## src/core/mlfc_pkg.sv

```systemverilog
// package for the multi-line card feed sequencer
// assumes one system clock, card cycles marked by an index pulse
package mlfc_pkg;
	localparam int MLFC_CLK_HZ = 25000000;
	localparam int MLFC_FIELD_COLS = 24;
	localparam int MLFC_DIGIT_W = 4;
	localparam int MLFC_FIFO_DEPTH = 8;
	localparam int MLFC_STACKER_CAP = 1000;
	localparam logic [8:0] MLFC_HOLD_DEG = 9'h0A5;
	localparam logic [1:0] MLFC_LATCH_RST = 2'h0;

	// card class from the control column
	typedef enum logic [2:0]
	{
		MLFC_NORMAL = 3'h0,
		MLFC_ONE = 3'h1,
		MLFC_TWO = 3'h2,
		MLFC_THREE = 3'h3,
		MLFC_ONE_NO_IDLE = 3'h4,
		MLFC_CODE_ERR = 3'h5
	} mlfc_class_t;

	typedef enum logic [1:0]
	{
		MLFC_ST_STOP = 2'h0,
		MLFC_ST_RUN = 2'h1,
		MLFC_ST_HOLD = 2'h2,
		MLFC_ST_IDLE = 2'h3
	} mlfc_state_t;

	// control column punches, rows 9, 8 and 4..1 as bits
	typedef struct packed
	{
		logic p9;
		logic p8;
		logic p4;
		logic p3;
		logic p2;
		logic p1;
	} mlfc_ctrl_col_t;

	// one third-line digit handed to the print side
	typedef struct packed
	{
		logic [4:0] col;
		logic [3:0] digit;
	} mlfc_digit_t;
endpackage

```

## src/core/mlfc_fifo.sv

```systemverilog
// small flip-flop FIFO, valid/ready on both sides
// assumes a single clock and a synchronous-use clock enable
`timescale 1ns/1ns
`default_nettype none
module mlfc_fifo
	import mlfc_pkg::*;
#(
	parameter int WIDTH = 9,
	parameter int DEPTH = MLFC_FIFO_DEPTH
)
(
	input wire logic clk_in,
	input wire logic arst_n_in,
	input wire logic ce_in,
	input wire logic in_valid_in,
	output logic in_ready_out,
	input wire logic [WIDTH-1:0] in_data_in,
	output logic out_valid_out,
	input wire logic out_ready_in,
	output logic [WIDTH-1:0] out_data_out
);
	localparam int AW = $clog2(DEPTH);
	logic [WIDTH-1:0] mem [DEPTH];
	logic [AW-1:0] wr_ptr;
	logic [AW-1:0] rd_ptr;
	logic [AW:0] count;
	logic [AW:0] next_count;
	logic push;
	logic pop;

	// empty from the count; ready is registered from the next count
	assign out_valid_out = (count != '0);
	assign next_count = count + (AW+1)'(push) - (AW+1)'(pop);
	assign out_data_out = mem[rd_ptr];
	assign push = ce_in && in_valid_in && in_ready_out;
	assign pop = ce_in && out_valid_out && out_ready_in;

	// storage written by index, not reset
	always_ff @(posedge clk_in)
	begin
		if (push)
			mem[wr_ptr] <= in_data_in;
	end

	// pointers wrap on depth
	always_ff @(posedge clk_in or negedge arst_n_in)
	begin
		if (!arst_n_in)
		begin
			wr_ptr <= '0;
			rd_ptr <= '0;
			count <= '0;
			in_ready_out <= 1'b1;
		end
		else
		begin
			if (push)
				wr_ptr <= (wr_ptr == AW'(DEPTH - 1)) ? '0 : wr_ptr + 1'b1;
			if (pop)
				rd_ptr <= (rd_ptr == AW'(DEPTH - 1)) ? '0 : rd_ptr + 1'b1;
			if (ce_in)
			begin
				count <= next_count;
				// full flag from a flop keeps the top's ready registered
				in_ready_out <= (next_count != DEPTH[AW:0]);
			end
		end
	end
endmodule
`default_nettype wire

```

## src/core/mlfc_top.sv

```systemverilog
// card feed sequencer for a three-station multi-line card reader
// assumes index angle and card-cycle pulse come from the feed, all sync
`timescale 1ns/1ns
`default_nettype none
module mlfc_top
	import mlfc_pkg::*;
#(
	parameter int FIELD_COLS = MLFC_FIELD_COLS,
	parameter int FIFO_DEPTH = MLFC_FIFO_DEPTH
)
(
	input wire logic CLK_SYS_IN,
	input wire logic ARST_N_IN,
	input wire logic CE_IN,
	input wire logic START_IN,
	input wire logic HOPPER_EMPTY_IN,
	input wire logic STACKER_FULL_IN,
	input wire logic CYCLE_PULSE_IN,
	input wire logic [8:0] INDEX_DEG_IN,
	input wire logic CTRL_VALID_IN,
	input wire mlfc_ctrl_col_t CTRL_COL_IN,
	input wire logic [1:0] FIELD_ORDER_IN [3],
	input wire logic DIGIT_VALID_IN,
	output logic DIGIT_READY_OUT,
	input wire mlfc_digit_t DIGIT_IN,
	input wire logic PRINT_READY_IN,
	output logic PRINT_VALID_OUT,
	output mlfc_digit_t PRINT_DIGIT_OUT,
	output logic RUN_OUT,
	output logic FEED_KNIFE_CLUTCH_OUT,
	output logic IDLE_CYCLE_OUT,
	output logic [1:0] LINE_COUNT_OUT,
	output logic [1:0] ZONE_SEL_OUT,
	output logic [1:0] COMPARE_STN_OUT,
	output logic CODE_ERR_OUT
);
	mlfc_state_t state;
	mlfc_state_t next_state;
	mlfc_class_t cur_class;
	mlfc_class_t new_class;
	mlfc_class_t next_class;
	logic [1:0] latch_left;
	logic [1:0] next_latch;
	logic idle_left;
	logic next_idle;
	logic [1:0] line_idx;
	logic line_card;
	logic fifo_valid;
	mlfc_digit_t fifo_data;
	logic hold_digits;
	logic fifo_pop_ready;

	// decode control column; 9-8 needed for any line class
	// the line-count punch is taken lowest first, so a doubly
	// punched column still resolves to one class
	always_comb
	begin
		next_class = MLFC_NORMAL;
		if (CTRL_COL_IN.p9 && CTRL_COL_IN.p8)
		begin
			if (CTRL_COL_IN.p1)
				next_class = MLFC_ONE;
			else if (CTRL_COL_IN.p2)
				next_class = MLFC_TWO;
			else if (CTRL_COL_IN.p3)
				next_class = MLFC_THREE;
			else if (CTRL_COL_IN.p4)
				next_class = MLFC_ONE_NO_IDLE;
			else
				next_class = MLFC_CODE_ERR;
		end
	end

	// new card is a line card when class one to three
	// a 9-8-4 card counts as normal here: it never makes
	// the card ahead of it wait
	assign line_card = (new_class == MLFC_ONE) ||
		(new_class == MLFC_TWO) || (new_class == MLFC_THREE);

	// latch and idle counts from previous and following classes
	// pure table lookup; only sampled at a card-cycle boundary,
	// so glitches while the control column settles do no harm
	// error cards fall into the default and never hold the feed
	always_comb
	begin
		next_latch = 2'h0;
		next_idle = 1'b0;
		case (cur_class)
			MLFC_NORMAL:
				next_latch = line_card ? 2'h1 : 2'h0;
			MLFC_ONE:
				next_idle = (new_class == MLFC_NORMAL);
			MLFC_TWO:
				next_latch = line_card ? 2'h1 : 2'h0;
			MLFC_THREE:
				next_latch = line_card ? 2'h2 : 2'h1;
			MLFC_ONE_NO_IDLE:
				next_latch = line_card ? 2'h1 : 2'h0;
			default:
				next_latch = 2'h0;
		endcase
	end

	// run state: start, stops, hold and idle cycles
	// stacker full wins over everything so no card is pushed
	// into a full stack; hopper empty is only seen at a boundary
	// so the card in flight always completes its cycle
	always_comb
	begin
		next_state = state;
		case (state)
			MLFC_ST_STOP:
				if (START_IN && !STACKER_FULL_IN)
					next_state = MLFC_ST_RUN;
			MLFC_ST_RUN:
				if (STACKER_FULL_IN)
					next_state = MLFC_ST_STOP;
				else if (CYCLE_PULSE_IN && HOPPER_EMPTY_IN)
					next_state = MLFC_ST_STOP;
				else if (CYCLE_PULSE_IN && next_latch != 2'h0)
					next_state = MLFC_ST_HOLD;
				else if (CYCLE_PULSE_IN && next_idle)
					next_state = MLFC_ST_IDLE;
			MLFC_ST_HOLD:
				if (STACKER_FULL_IN)
					next_state = MLFC_ST_STOP;
				else if (CYCLE_PULSE_IN && latch_left == 2'h1)
					next_state = MLFC_ST_RUN;
			MLFC_ST_IDLE:
				if (STACKER_FULL_IN)
					next_state = MLFC_ST_STOP;
				else if (CYCLE_PULSE_IN)
					next_state = MLFC_ST_RUN;
			default:
				next_state = MLFC_ST_STOP;
		endcase
	end

	// state register
	// frozen with the clock enable like every other flop
	always_ff @(posedge CLK_SYS_IN or negedge ARST_N_IN)
	begin
		if (!ARST_N_IN)
			state <= MLFC_ST_STOP;
		else if (CE_IN)
			state <= next_state;
	end

	// capture control column class when read at the first station
	// a held card is not read again, so its class waits here
	// until the feed resumes
	always_ff @(posedge CLK_SYS_IN or negedge ARST_N_IN)
	begin
		if (!ARST_N_IN)
			new_class <= MLFC_NORMAL;
		else if (CE_IN && CTRL_VALID_IN)
			new_class <= next_class;
	end

	// classes shift at each card-cycle boundary while feeding
	// no shift during hold or idle: the cards do not move then,
	// and shifting would lose the pairing of neighbours
	always_ff @(posedge CLK_SYS_IN or negedge ARST_N_IN)
	begin
		if (!ARST_N_IN)
			cur_class <= MLFC_NORMAL;
		else if (CE_IN && CYCLE_PULSE_IN && state == MLFC_ST_RUN)
			cur_class <= new_class;
	end

	// latch cycle counter; loaded on entry, counts each held cycle
	// two bits suffice, at most two held cycles per card pair
	always_ff @(posedge CLK_SYS_IN or negedge ARST_N_IN)
	begin
		if (!ARST_N_IN)
			latch_left <= MLFC_LATCH_RST;
		else if (CE_IN && CYCLE_PULSE_IN)
		begin
			if (state == MLFC_ST_RUN)
				latch_left <= next_latch;
			else if (state == MLFC_ST_HOLD && latch_left != 2'h0)
				latch_left <= latch_left - 2'h1;
		end
	end

	// idle flag kept for the one lost cycle
	// stretches the idle status one clock past the boundary
	always_ff @(posedge CLK_SYS_IN or negedge ARST_N_IN)
	begin
		if (!ARST_N_IN)
			idle_left <= 1'b0;
		else if (CE_IN && CYCLE_PULSE_IN)
			idle_left <= (state == MLFC_ST_RUN) && next_idle;
	end

	// clutch latches at 165 degrees only while holding
	// latching at the angle parks the next card between its 1 and
	// 0 rows; latching earlier would leave it short of the brushes
	always_ff @(posedge CLK_SYS_IN or negedge ARST_N_IN)
	begin
		if (!ARST_N_IN)
			FEED_KNIFE_CLUTCH_OUT <= 1'b0;
		else if (CE_IN)
		begin
			if (state == MLFC_ST_HOLD && INDEX_DEG_IN == MLFC_HOLD_DEG)
				FEED_KNIFE_CLUTCH_OUT <= 1'b1;
			else if (state != MLFC_ST_HOLD)
				FEED_KNIFE_CLUTCH_OUT <= 1'b0;
		end
	end

	// line selector cycles per printed line of the current card
	// saturates at the third line; reset at each boundary while feeding
	always_ff @(posedge CLK_SYS_IN or negedge ARST_N_IN)
	begin
		if (!ARST_N_IN)
			line_idx <= 2'h0;
		else if (CE_IN && CYCLE_PULSE_IN)
		begin
			if (state == MLFC_ST_RUN)
				line_idx <= 2'h0;
			else if (state == MLFC_ST_HOLD && line_idx != 2'h2)
				line_idx <= line_idx + 2'h1;
		end
	end

	// registered status outputs
	// all levels, one cycle behind their cause, so the far side
	// never sees a combinational glitch
	always_ff @(posedge CLK_SYS_IN or negedge ARST_N_IN)
	begin
		if (!ARST_N_IN)
		begin
			RUN_OUT <= 1'b0;
			IDLE_CYCLE_OUT <= 1'b0;
			LINE_COUNT_OUT <= 2'h0;
			ZONE_SEL_OUT <= 2'h0;
			COMPARE_STN_OUT <= 2'h0;
			CODE_ERR_OUT <= 1'b0;
		end
		else if (CE_IN)
		begin
			RUN_OUT <= (next_state != MLFC_ST_STOP);
			IDLE_CYCLE_OUT <= (next_state == MLFC_ST_IDLE) || idle_left;
			case (cur_class)
				MLFC_ONE, MLFC_ONE_NO_IDLE:
					LINE_COUNT_OUT <= 2'h1;
				MLFC_TWO:
					LINE_COUNT_OUT <= 2'h2;
				MLFC_THREE:
					LINE_COUNT_OUT <= 2'h3;
				default:
					LINE_COUNT_OUT <= 2'h0;
			endcase
			// field placement is free; table maps line to field slot
			ZONE_SEL_OUT <= FIELD_ORDER_IN[line_idx];
			// station pair: 0 means 1-2 compare, 1 means 2-3
			if (cur_class == MLFC_NORMAL && new_class == MLFC_NORMAL)
				COMPARE_STN_OUT <= 2'h1;
			else
				COMPARE_STN_OUT <= 2'h0;
			if (CTRL_VALID_IN && next_class == MLFC_CODE_ERR)
				CODE_ERR_OUT <= 1'b1;
			else if (START_IN)
				CODE_ERR_OUT <= 1'b0;
		end
	end

	// third-line digits are held until the next cycle boundary
	// phase toggles each card cycle: one cycle collecting, one
	// releasing, which stands in for the storage counters
	// limitation: the phase is free running, not tied to a card
	always_ff @(posedge CLK_SYS_IN or negedge ARST_N_IN)
	begin
		if (!ARST_N_IN)
			hold_digits <= 1'b1;
		else if (CE_IN && CYCLE_PULSE_IN)
			hold_digits <= ~hold_digits;
	end

	// column index limits fields to FIELD_COLS columns
	// pop only while releasing and the print register is free
	// or being emptied in the same cycle
	assign fifo_pop_ready = !hold_digits && (!PRINT_VALID_OUT || PRINT_READY_IN);

	mlfc_fifo #(
		.WIDTH($bits(mlfc_digit_t)),
		.DEPTH(FIFO_DEPTH)
	) u_fifo (
		.clk_in(CLK_SYS_IN),
		.arst_n_in(ARST_N_IN),
		.ce_in(CE_IN),
		.in_valid_in(DIGIT_VALID_IN && (DIGIT_IN.col < 5'(FIELD_COLS))),
		.in_ready_out(DIGIT_READY_OUT),
		.in_data_in(DIGIT_IN),
		.out_valid_out(fifo_valid),
		.out_ready_in(fifo_pop_ready),
		.out_data_out(fifo_data)
	);

	// print output register; loaded from the FIFO only in the releasing phase
	// holds value and valid through any stall of the print side
	always_ff @(posedge CLK_SYS_IN or negedge ARST_N_IN)
	begin
		if (!ARST_N_IN)
		begin
			PRINT_VALID_OUT <= 1'b0;
			PRINT_DIGIT_OUT <= '0;
		end
		else if (CE_IN)
		begin
			if (fifo_valid && fifo_pop_ready)
			begin
				PRINT_VALID_OUT <= 1'b1;
				PRINT_DIGIT_OUT <= fifo_data;
			end
			else if (PRINT_READY_IN)
				PRINT_VALID_OUT <= 1'b0;
		end
	end
endmodule
`default_nettype wire

```

## config.mk

```make
export PLATFORM = sky130hd
export DESIGN_NAME = mlfc_top
export DESIGN_NICKNAME = d
export VERILOG_FILES = /design/src/core/mlfc_pkg.sv /design/src/core/mlfc_fifo.sv /design/src/core/mlfc_top.sv
export SDC_FILE = /design/constraint.sdc
export NUM_CORES = 1
export LEC_CHECK = 0
export CORE_ASPECT_RATIO = 0.8
export CORE_MARGIN = 2
export CORE_UTILIZATION = 55
export DETAILED_ROUTE_END_ITERATION = 8
export DONT_BUFFER_PORTS = 1
export MAX_ROUTING_LAYER = met4
export PLACE_DENSITY_LB_ADDON = 0.25
export SLEW_MARGIN = 20
export SYNTH_ARGS = -nofsm -noshare
export SYNTH_HDL_FRONTEND = slang
export SYNTH_SLANG_ARGS = --single-unit
```

## constraint.sdc

```tcl
create_clock -name CLK_SYS_IN -period 3.4 [get_ports CLK_SYS_IN]
set_input_delay 0.51 -clock CLK_SYS_IN [delete_from_list [all_inputs] [get_ports CLK_SYS_IN]]
set_output_delay 0.51 -clock CLK_SYS_IN [all_outputs]
set_load 0.02 [all_outputs]
```

After elaboration in Yosys (flattened, before gate mapping)
Memory sizes are Yosys's and may differ from the RTL's. A register that Yosys moved wholly into a read port is not among the register bits.
Index checks and enable logic that the tools add are counted.
Operators by class
  $add $sub $neg: 6
  order comparisons: 2
  equality and inequality tests: 19
  multiplexer cells: 38
  bitwise logic cells: 2
  reduce and logical (&&, ||, !) cells: 50
Operator list (count)
  2-to-1 mux 2 bit: 16
  logical AND 1 bit: 22
  2-to-1 mux 3 bit: 6
  nonzero test 2 bit: 8
  == test 3 x 2 -> 1 bit (second input constant): 4
  == test 3 bit (second input constant): 4
  2-to-1 mux 1 bit: 12
  AND reduction 2 bit: 6
  == test 9 x 8 -> 1 bit (second input constant): 1
  one-hot mux 2 bit (4 select lines): 1
  adder 3 x 1 -> 3 bit (second input constant): 2
  == test 2 bit (second input constant): 3
  == test 3 x 1 -> 1 bit (second input constant): 2
  logical NOT 3 bit: 2
  one-hot mux 2 bit (3 select lines): 1
  < comparator 5 bit (second input constant): 1
  adder 4 x 1 -> 4 bit: 1
  binary-select mux 2 bit (select 2 bit): 1
  == test 2 x 1 -> 1 bit (second input constant): 2
  logical NOT 1 bit: 4
  logical OR 1 bit: 4
  != test 2 bit (second input constant): 2
  != test 4 bit (second input constant): 1
  one-hot mux 2 bit (2 select lines): 1
  other kinds (10): 10
Word-level totals
  bits in registers: 36
  bits in writable memories: 72
  output and inout port bits: 21
  logic and storage cells: 137
  memories: 1
Memories
  u_fifo.mem: words 8, width 9, rd ports 1, clocked after Yosys merged registers in 1, wr ports 1, RTL line mlfc_fifo.sv:23  | logic [WIDTH-1:0] mem [DEPTH];

Longest topological paths before layout
  depth in word-level cells: 13
  depth in mapped cells: 14

By module
Synthesis repeated with hierarchy kept, for this count alone.
Second synthesis, totals
  cells, all modules: 354
  area, all modules: 5117.4 µm²
Modules (own cells, without submodules)
  mlfc_fifo: instances 1, cells each 176, area an instance 3423.3 µm², sequential area each 2438.6 µm²
  mlfc_top: instances 1, cells each 178, area an instance 1694.1 µm², sequential area each 827.0 µm²

Least setup slack after synthesis
OpenSTA, ideal clock, no wires.
  path kind: input to register
  start: in PRINT_READY_IN
  end: reg u_fifo.in_ready_out
  data arrival time: 2.503 ns
  data required time: 3.317 ns
  setup slack: 0.815 ns
  stages on the path: 11
  path buffers: 1
  path through: o2111ai_1 -> clkbuf_1 -> inv_1 -> ha_1 -> inv_1 -> ha_1 -> inv_1 -> fa_1 -> xnor2_1 -> nor4_1 -> nor2_1
On the way
  cells in the longest elaborated chain, start to end: 5
Ends and longest elaborated chain
  start: declaration: RTL line mlfc_top.sv:26  | input wire logic PRINT_READY_IN,
  logical OR 1 bit: RTL line mlfc_top.sv:284  | assign fifo_pop_ready = !hold_digits && (!PRINT_VALID_OUT || PRINT_READY_IN);
  logical AND 1 bit: RTL line mlfc_top.sv:284
  logical AND 1 bit: RTL line mlfc_fifo.sv:36  | assign pop = ce_in && out_valid_out && out_ready_in;
  named net u_fifo.pop: RTL line mlfc_fifo.sv:29  | logic pop;
  subtractor 4 x 1 -> 4 bit: RTL line mlfc_fifo.sv:33  | assign next_count = count + (AW+1)'(push) - (AW+1)'(pop);
  != test 4 bit: RTL line mlfc_fifo.sv:65  | in_ready_out <= (next_count != DEPTH[AW:0]);
  end signal: assignment: RTL line mlfc_fifo.sv:65
  end: declaration: RTL line mlfc_fifo.sv:16  | output logic in_ready_out,
The timed path passes the listed nets, and every way through them passes these cells.
A chain may end at the register's enable or synchronous reset.

Worst setup path in the final report
  start: reg u_fifo.count[2]
  end: reg u_fifo.in_ready_out
On the way
  cells in the longest elaborated chain, start to end: 5
  elaborated cells between the ends (all ways): 6
  those cells by class: add/sub: 2; eq/ne: 1; reduce/logical: 3
Ends and longest elaborated chain
  start: declaration: RTL line mlfc_fifo.sv:26  | logic [AW:0] count;
  start signal: assignment: RTL line mlfc_fifo.sv:63  | count <= next_count;
  nonzero test 4 bit: RTL line mlfc_fifo.sv:32  | assign out_valid_out = (count != '0);
  logical AND 1 bit (2 in a row): RTL line mlfc_fifo.sv:36
  named net u_fifo.pop: RTL line mlfc_fifo.sv:29
  subtractor 4 x 1 -> 4 bit: RTL line mlfc_fifo.sv:33
  != test 4 bit: RTL line mlfc_fifo.sv:65
The timed path passes the listed nets, and every way through them passes these cells.

==> results.md <==
- Outcome: complete, no violations
- Slowest CP cell: fa_1
- CTS HTree Levels: 4
- Post-Route WL: 9710 um
- Arrival @ worst endpoint: 2.69 ns
- N_diodes: 0
- Critical Path RT: ~3.7 ns
- TritonCTS Sinks: 116
- Total CTS buffers: 17
- Synthesized area per cell: 13.9 sq um
- Post-synthesis sequential area ratio: 64.3%
- Synth top area cells: edfxtp_1 43%, dfrtp_1 21%, mux4_2 8.0%
- # DRC: 0
- Synth warn: 0
- Global-route wire length before repair: approximately 16000 um
- Cells after Synth: 365
- Total track usage: 21.8%
- DP Area: 0.00522 sq mm
- Final Worst Setup Slack: 1.03 ns
- Most used cell, CP: inv_1
- Number of synthesized register bits: roughly 120
- TNS Setup: 0 ns
- Vias in the first global route: 3028
- Vias per inst: roughly 6
- Share of the synthesized area in the top cell type: 42.6%
- Yosys top cell by area: edfxtp_1
- GP Congestion: a little over 0.8
- Mapped Nets: 418
- RSZ-0062 raised after global routing: false
- CTS tree: built
- Clock buffer depth: 2
- Final worst path period need: between 2 and 2.5 ns
- Pwr Total: 5150 uW
- VDD IR max: between 0.5 and 0.6 mV
- Total gr overflow: 0
- CP endpoint kind: flip-flop
- Die height: approximately 90 um
- Setup violators final: 0
- Final ANT Viol Nets: 0
- Fraction of layout cells with a size suffix above 1: around 18%
- Design area: 0.00590 sq mm
- Core box area: 0.00900 sq mm
- Initial DRC count: 133
- Cell variety after synth: 49
- Final nets: 431
- Via count: 2975
- Post-synth EDFFs: 72
- Root Driver: clkbuf_16
- Slew Limit Fails: 0
- Worst setup path class: reg -> reg
- Final Hold Vio Count: 0
- Async SR Flop Fraction: a little under two fifths
- Fin crit share: 69.6%
- Largest net degree at the start of global routing: 45
- Wirelength per Cell: 19.2 um
- HPWL Detailed: 6130 um
- Pwr/cell area: between 800 and 900 mW/mm^2
- Relative slew slack: around 36%
- Area Overhead vs Synth: 16.2%
- Full die area: 0.0100 sq mm
- Pleak: 0.00229 uW
- Ports: 61
- Cts hold-fix bufs: 2
- DP Worst Slack: 1.04 ns
- Port bufs: 0
- Drt pass-1 iters: 4
- Worst-Margin Slew: 0.966 ns
- Post-CTS Setup Bufs: 0
- CP peak stage delay: 0.37 ns
- Die X: 111 um
- Clock slew at reported path FFs: approximately 0.050 ns
- Fmax: 423 MHz
- Initial Utilization: 56.4%
- Clk_lat worst skew: 0.41 ns
- Clk_skew: 0.00776 ns
- Site row count: 31
- Synth Flop Type: edfxtp_1
- Post-CTS resize count: 0
- Antenna violations before repair: 0
- Max Cap Viol: 0
- Mapped cell area: 0.00508 sq mm
- Critical path, cell by cell: inv_1, ha_1, nand3_1, o2111ai_2, inv_1, ha_1, inv_1, ha_1, inv_1, fa_1, xnor2_1, nor4_1, nor2_1
- CP max FO: 3
- Worst setup SP type: flip-flop
- Hold/Removal Path Class: in -> reg
## worst max-delay path: cells and delay by family (launching register included)
| family | cells | cell delay (ns) |
|---|---|---|
| fa+ha+maj | 4 | 0.97 |
| simple gates | 3 | 0.44 |
| flops | 1 | 0.35 |
| buf+inv | 4 | 0.27 |
| xor+xnor | 1 | 0.16 |
| compound gates | 1 | 0.11 |
## worst paths after layout
| kind | start | to | slack [ns] | depth (start not counted) |
|---|---|---|---|---|
| worst max-delay path | u_fifo.count[2] | u_fifo.in_ready_out | 1.03 | 13 |
| worst min-delay path | CE_IN | state[1] | 0.19 | 1 |
| worst max register to register | u_fifo.count[2] | u_fifo.in_ready_out | 1.03 | 13 |
| worst min register to register | hold_digits | hold_digits | 0.49 | 1 |
| max in group asynchronous | ARST_N_IN | u_fifo.in_ready_out | 2.53 | 2 |
| min in group asynchronous | ARST_N_IN | CODE_ERR_OUT | 0.60 | 2 |
## state kept, by name, summed over array words and instances, names as in the netlist, 2 cells and up
| signal | count |
|---|---|
| new_class | 3 |
| u_fifo.rd_ptr | 3 |
| PRINT_DIGIT_OUT | 9 |
| cur_class | 3 |
| latch_left | 2 |
| ZONE_SEL_OUT | 2 |
| u_fifo.count | 4 |
| line_idx | 2 |
| u_fifo.mem | 72 |
| LINE_COUNT_OUT | 2 |
| u_fifo.wr_ptr | 3 |
| state | 2 |
## cell usage after synthesis, drive strengths merged (3+ instances only)
cell type   n
nand3b      3
nor3       12
nor4        4
nand3       9
inv        22
dfrtp      42
o21ai      22
mux4       18
a21o        3
mux2        5
ha         12
edfxtp     72
nand2      36
mux2i      11
xnor2       3
buf        16
a31oi       4
a21oi      15
nand2b      5
nor2       20
## cell type report
class	count	area [sq um]
Multi-Input combinational cell	209	1650
Sequential cell	116	3270
Fill cell	634	3100
Clock buffer	21	440
Inverter	22	82.6
Timing Repair Buffer	12	113
Tap cell	115	144
Clock inverter	11	206
## cell families (layout without fill, tap and decap cells)
kind of cell    after synthesis  count (layout)  share of synthesized area (%)
flops                       116             116                           64.3
simple gates                 98              98                           9.76
compound gates               60              60                           7.32
buf+inv                      40              66                           3.42
mux                          34              34                           11.3
fa+ha+maj                    13              13                           3.35
xor+xnor                      3               3                          0.517
other cells                   1               1                         0.0738
## metrics by stage
stage | utilization, % | cells | hold slack [ns]
after detailed placement | 58.0 | 472 | 0.216
after floorplan | - | 365 | 0.214
after global routing | 65.6 | 506 | 0.168
after global placement | 58.0 | 472 | 0.216
final | 65.6 | 506 | 0.190
after CTS | 65.6 | 506 | 0.171
## report_power, final
group | internal (uW) | switching (uW) | total, uW
clock | 1370 | 582 | 1950
sequential | 1740 | 403 | 2150
combinational | 556 | 495 | 1050
total | 3670 | 1480 | 5150
## cells in the final DEF, fill, tap and decap left out, types with 11 or more instances in the layout
master | synthesis | routed
edfxtp_1 | 72 | 72
dfrtp_1 | 42 | 42
nand2_1 | 36 | 36
inv_1 | 22 | 22
nor2_1 | 20 | 20
mux4_2 | 18 | 18
clkbuf_16 | 0 | 17
a21oi_1 | 15 | 15
o21ai_0 | 13 | 13
ha_1 | 12 | 12
nor3_1 | 11 | 11
mux2i_1 | 11 | 11
## per-layer routing
metal  wire, um  track usage, %  vias to the layer above  share of wire [%]
met5          0               -                        -                  0
met3        525            6.34                       13                5.4
li1           -               -                     1390                  -
met1       4370            28.7                     1491                 45
met2       4650            32.7                       81                 48
met4        158            7.92                        0                1.6
Power figures use the tool's default switching activity.
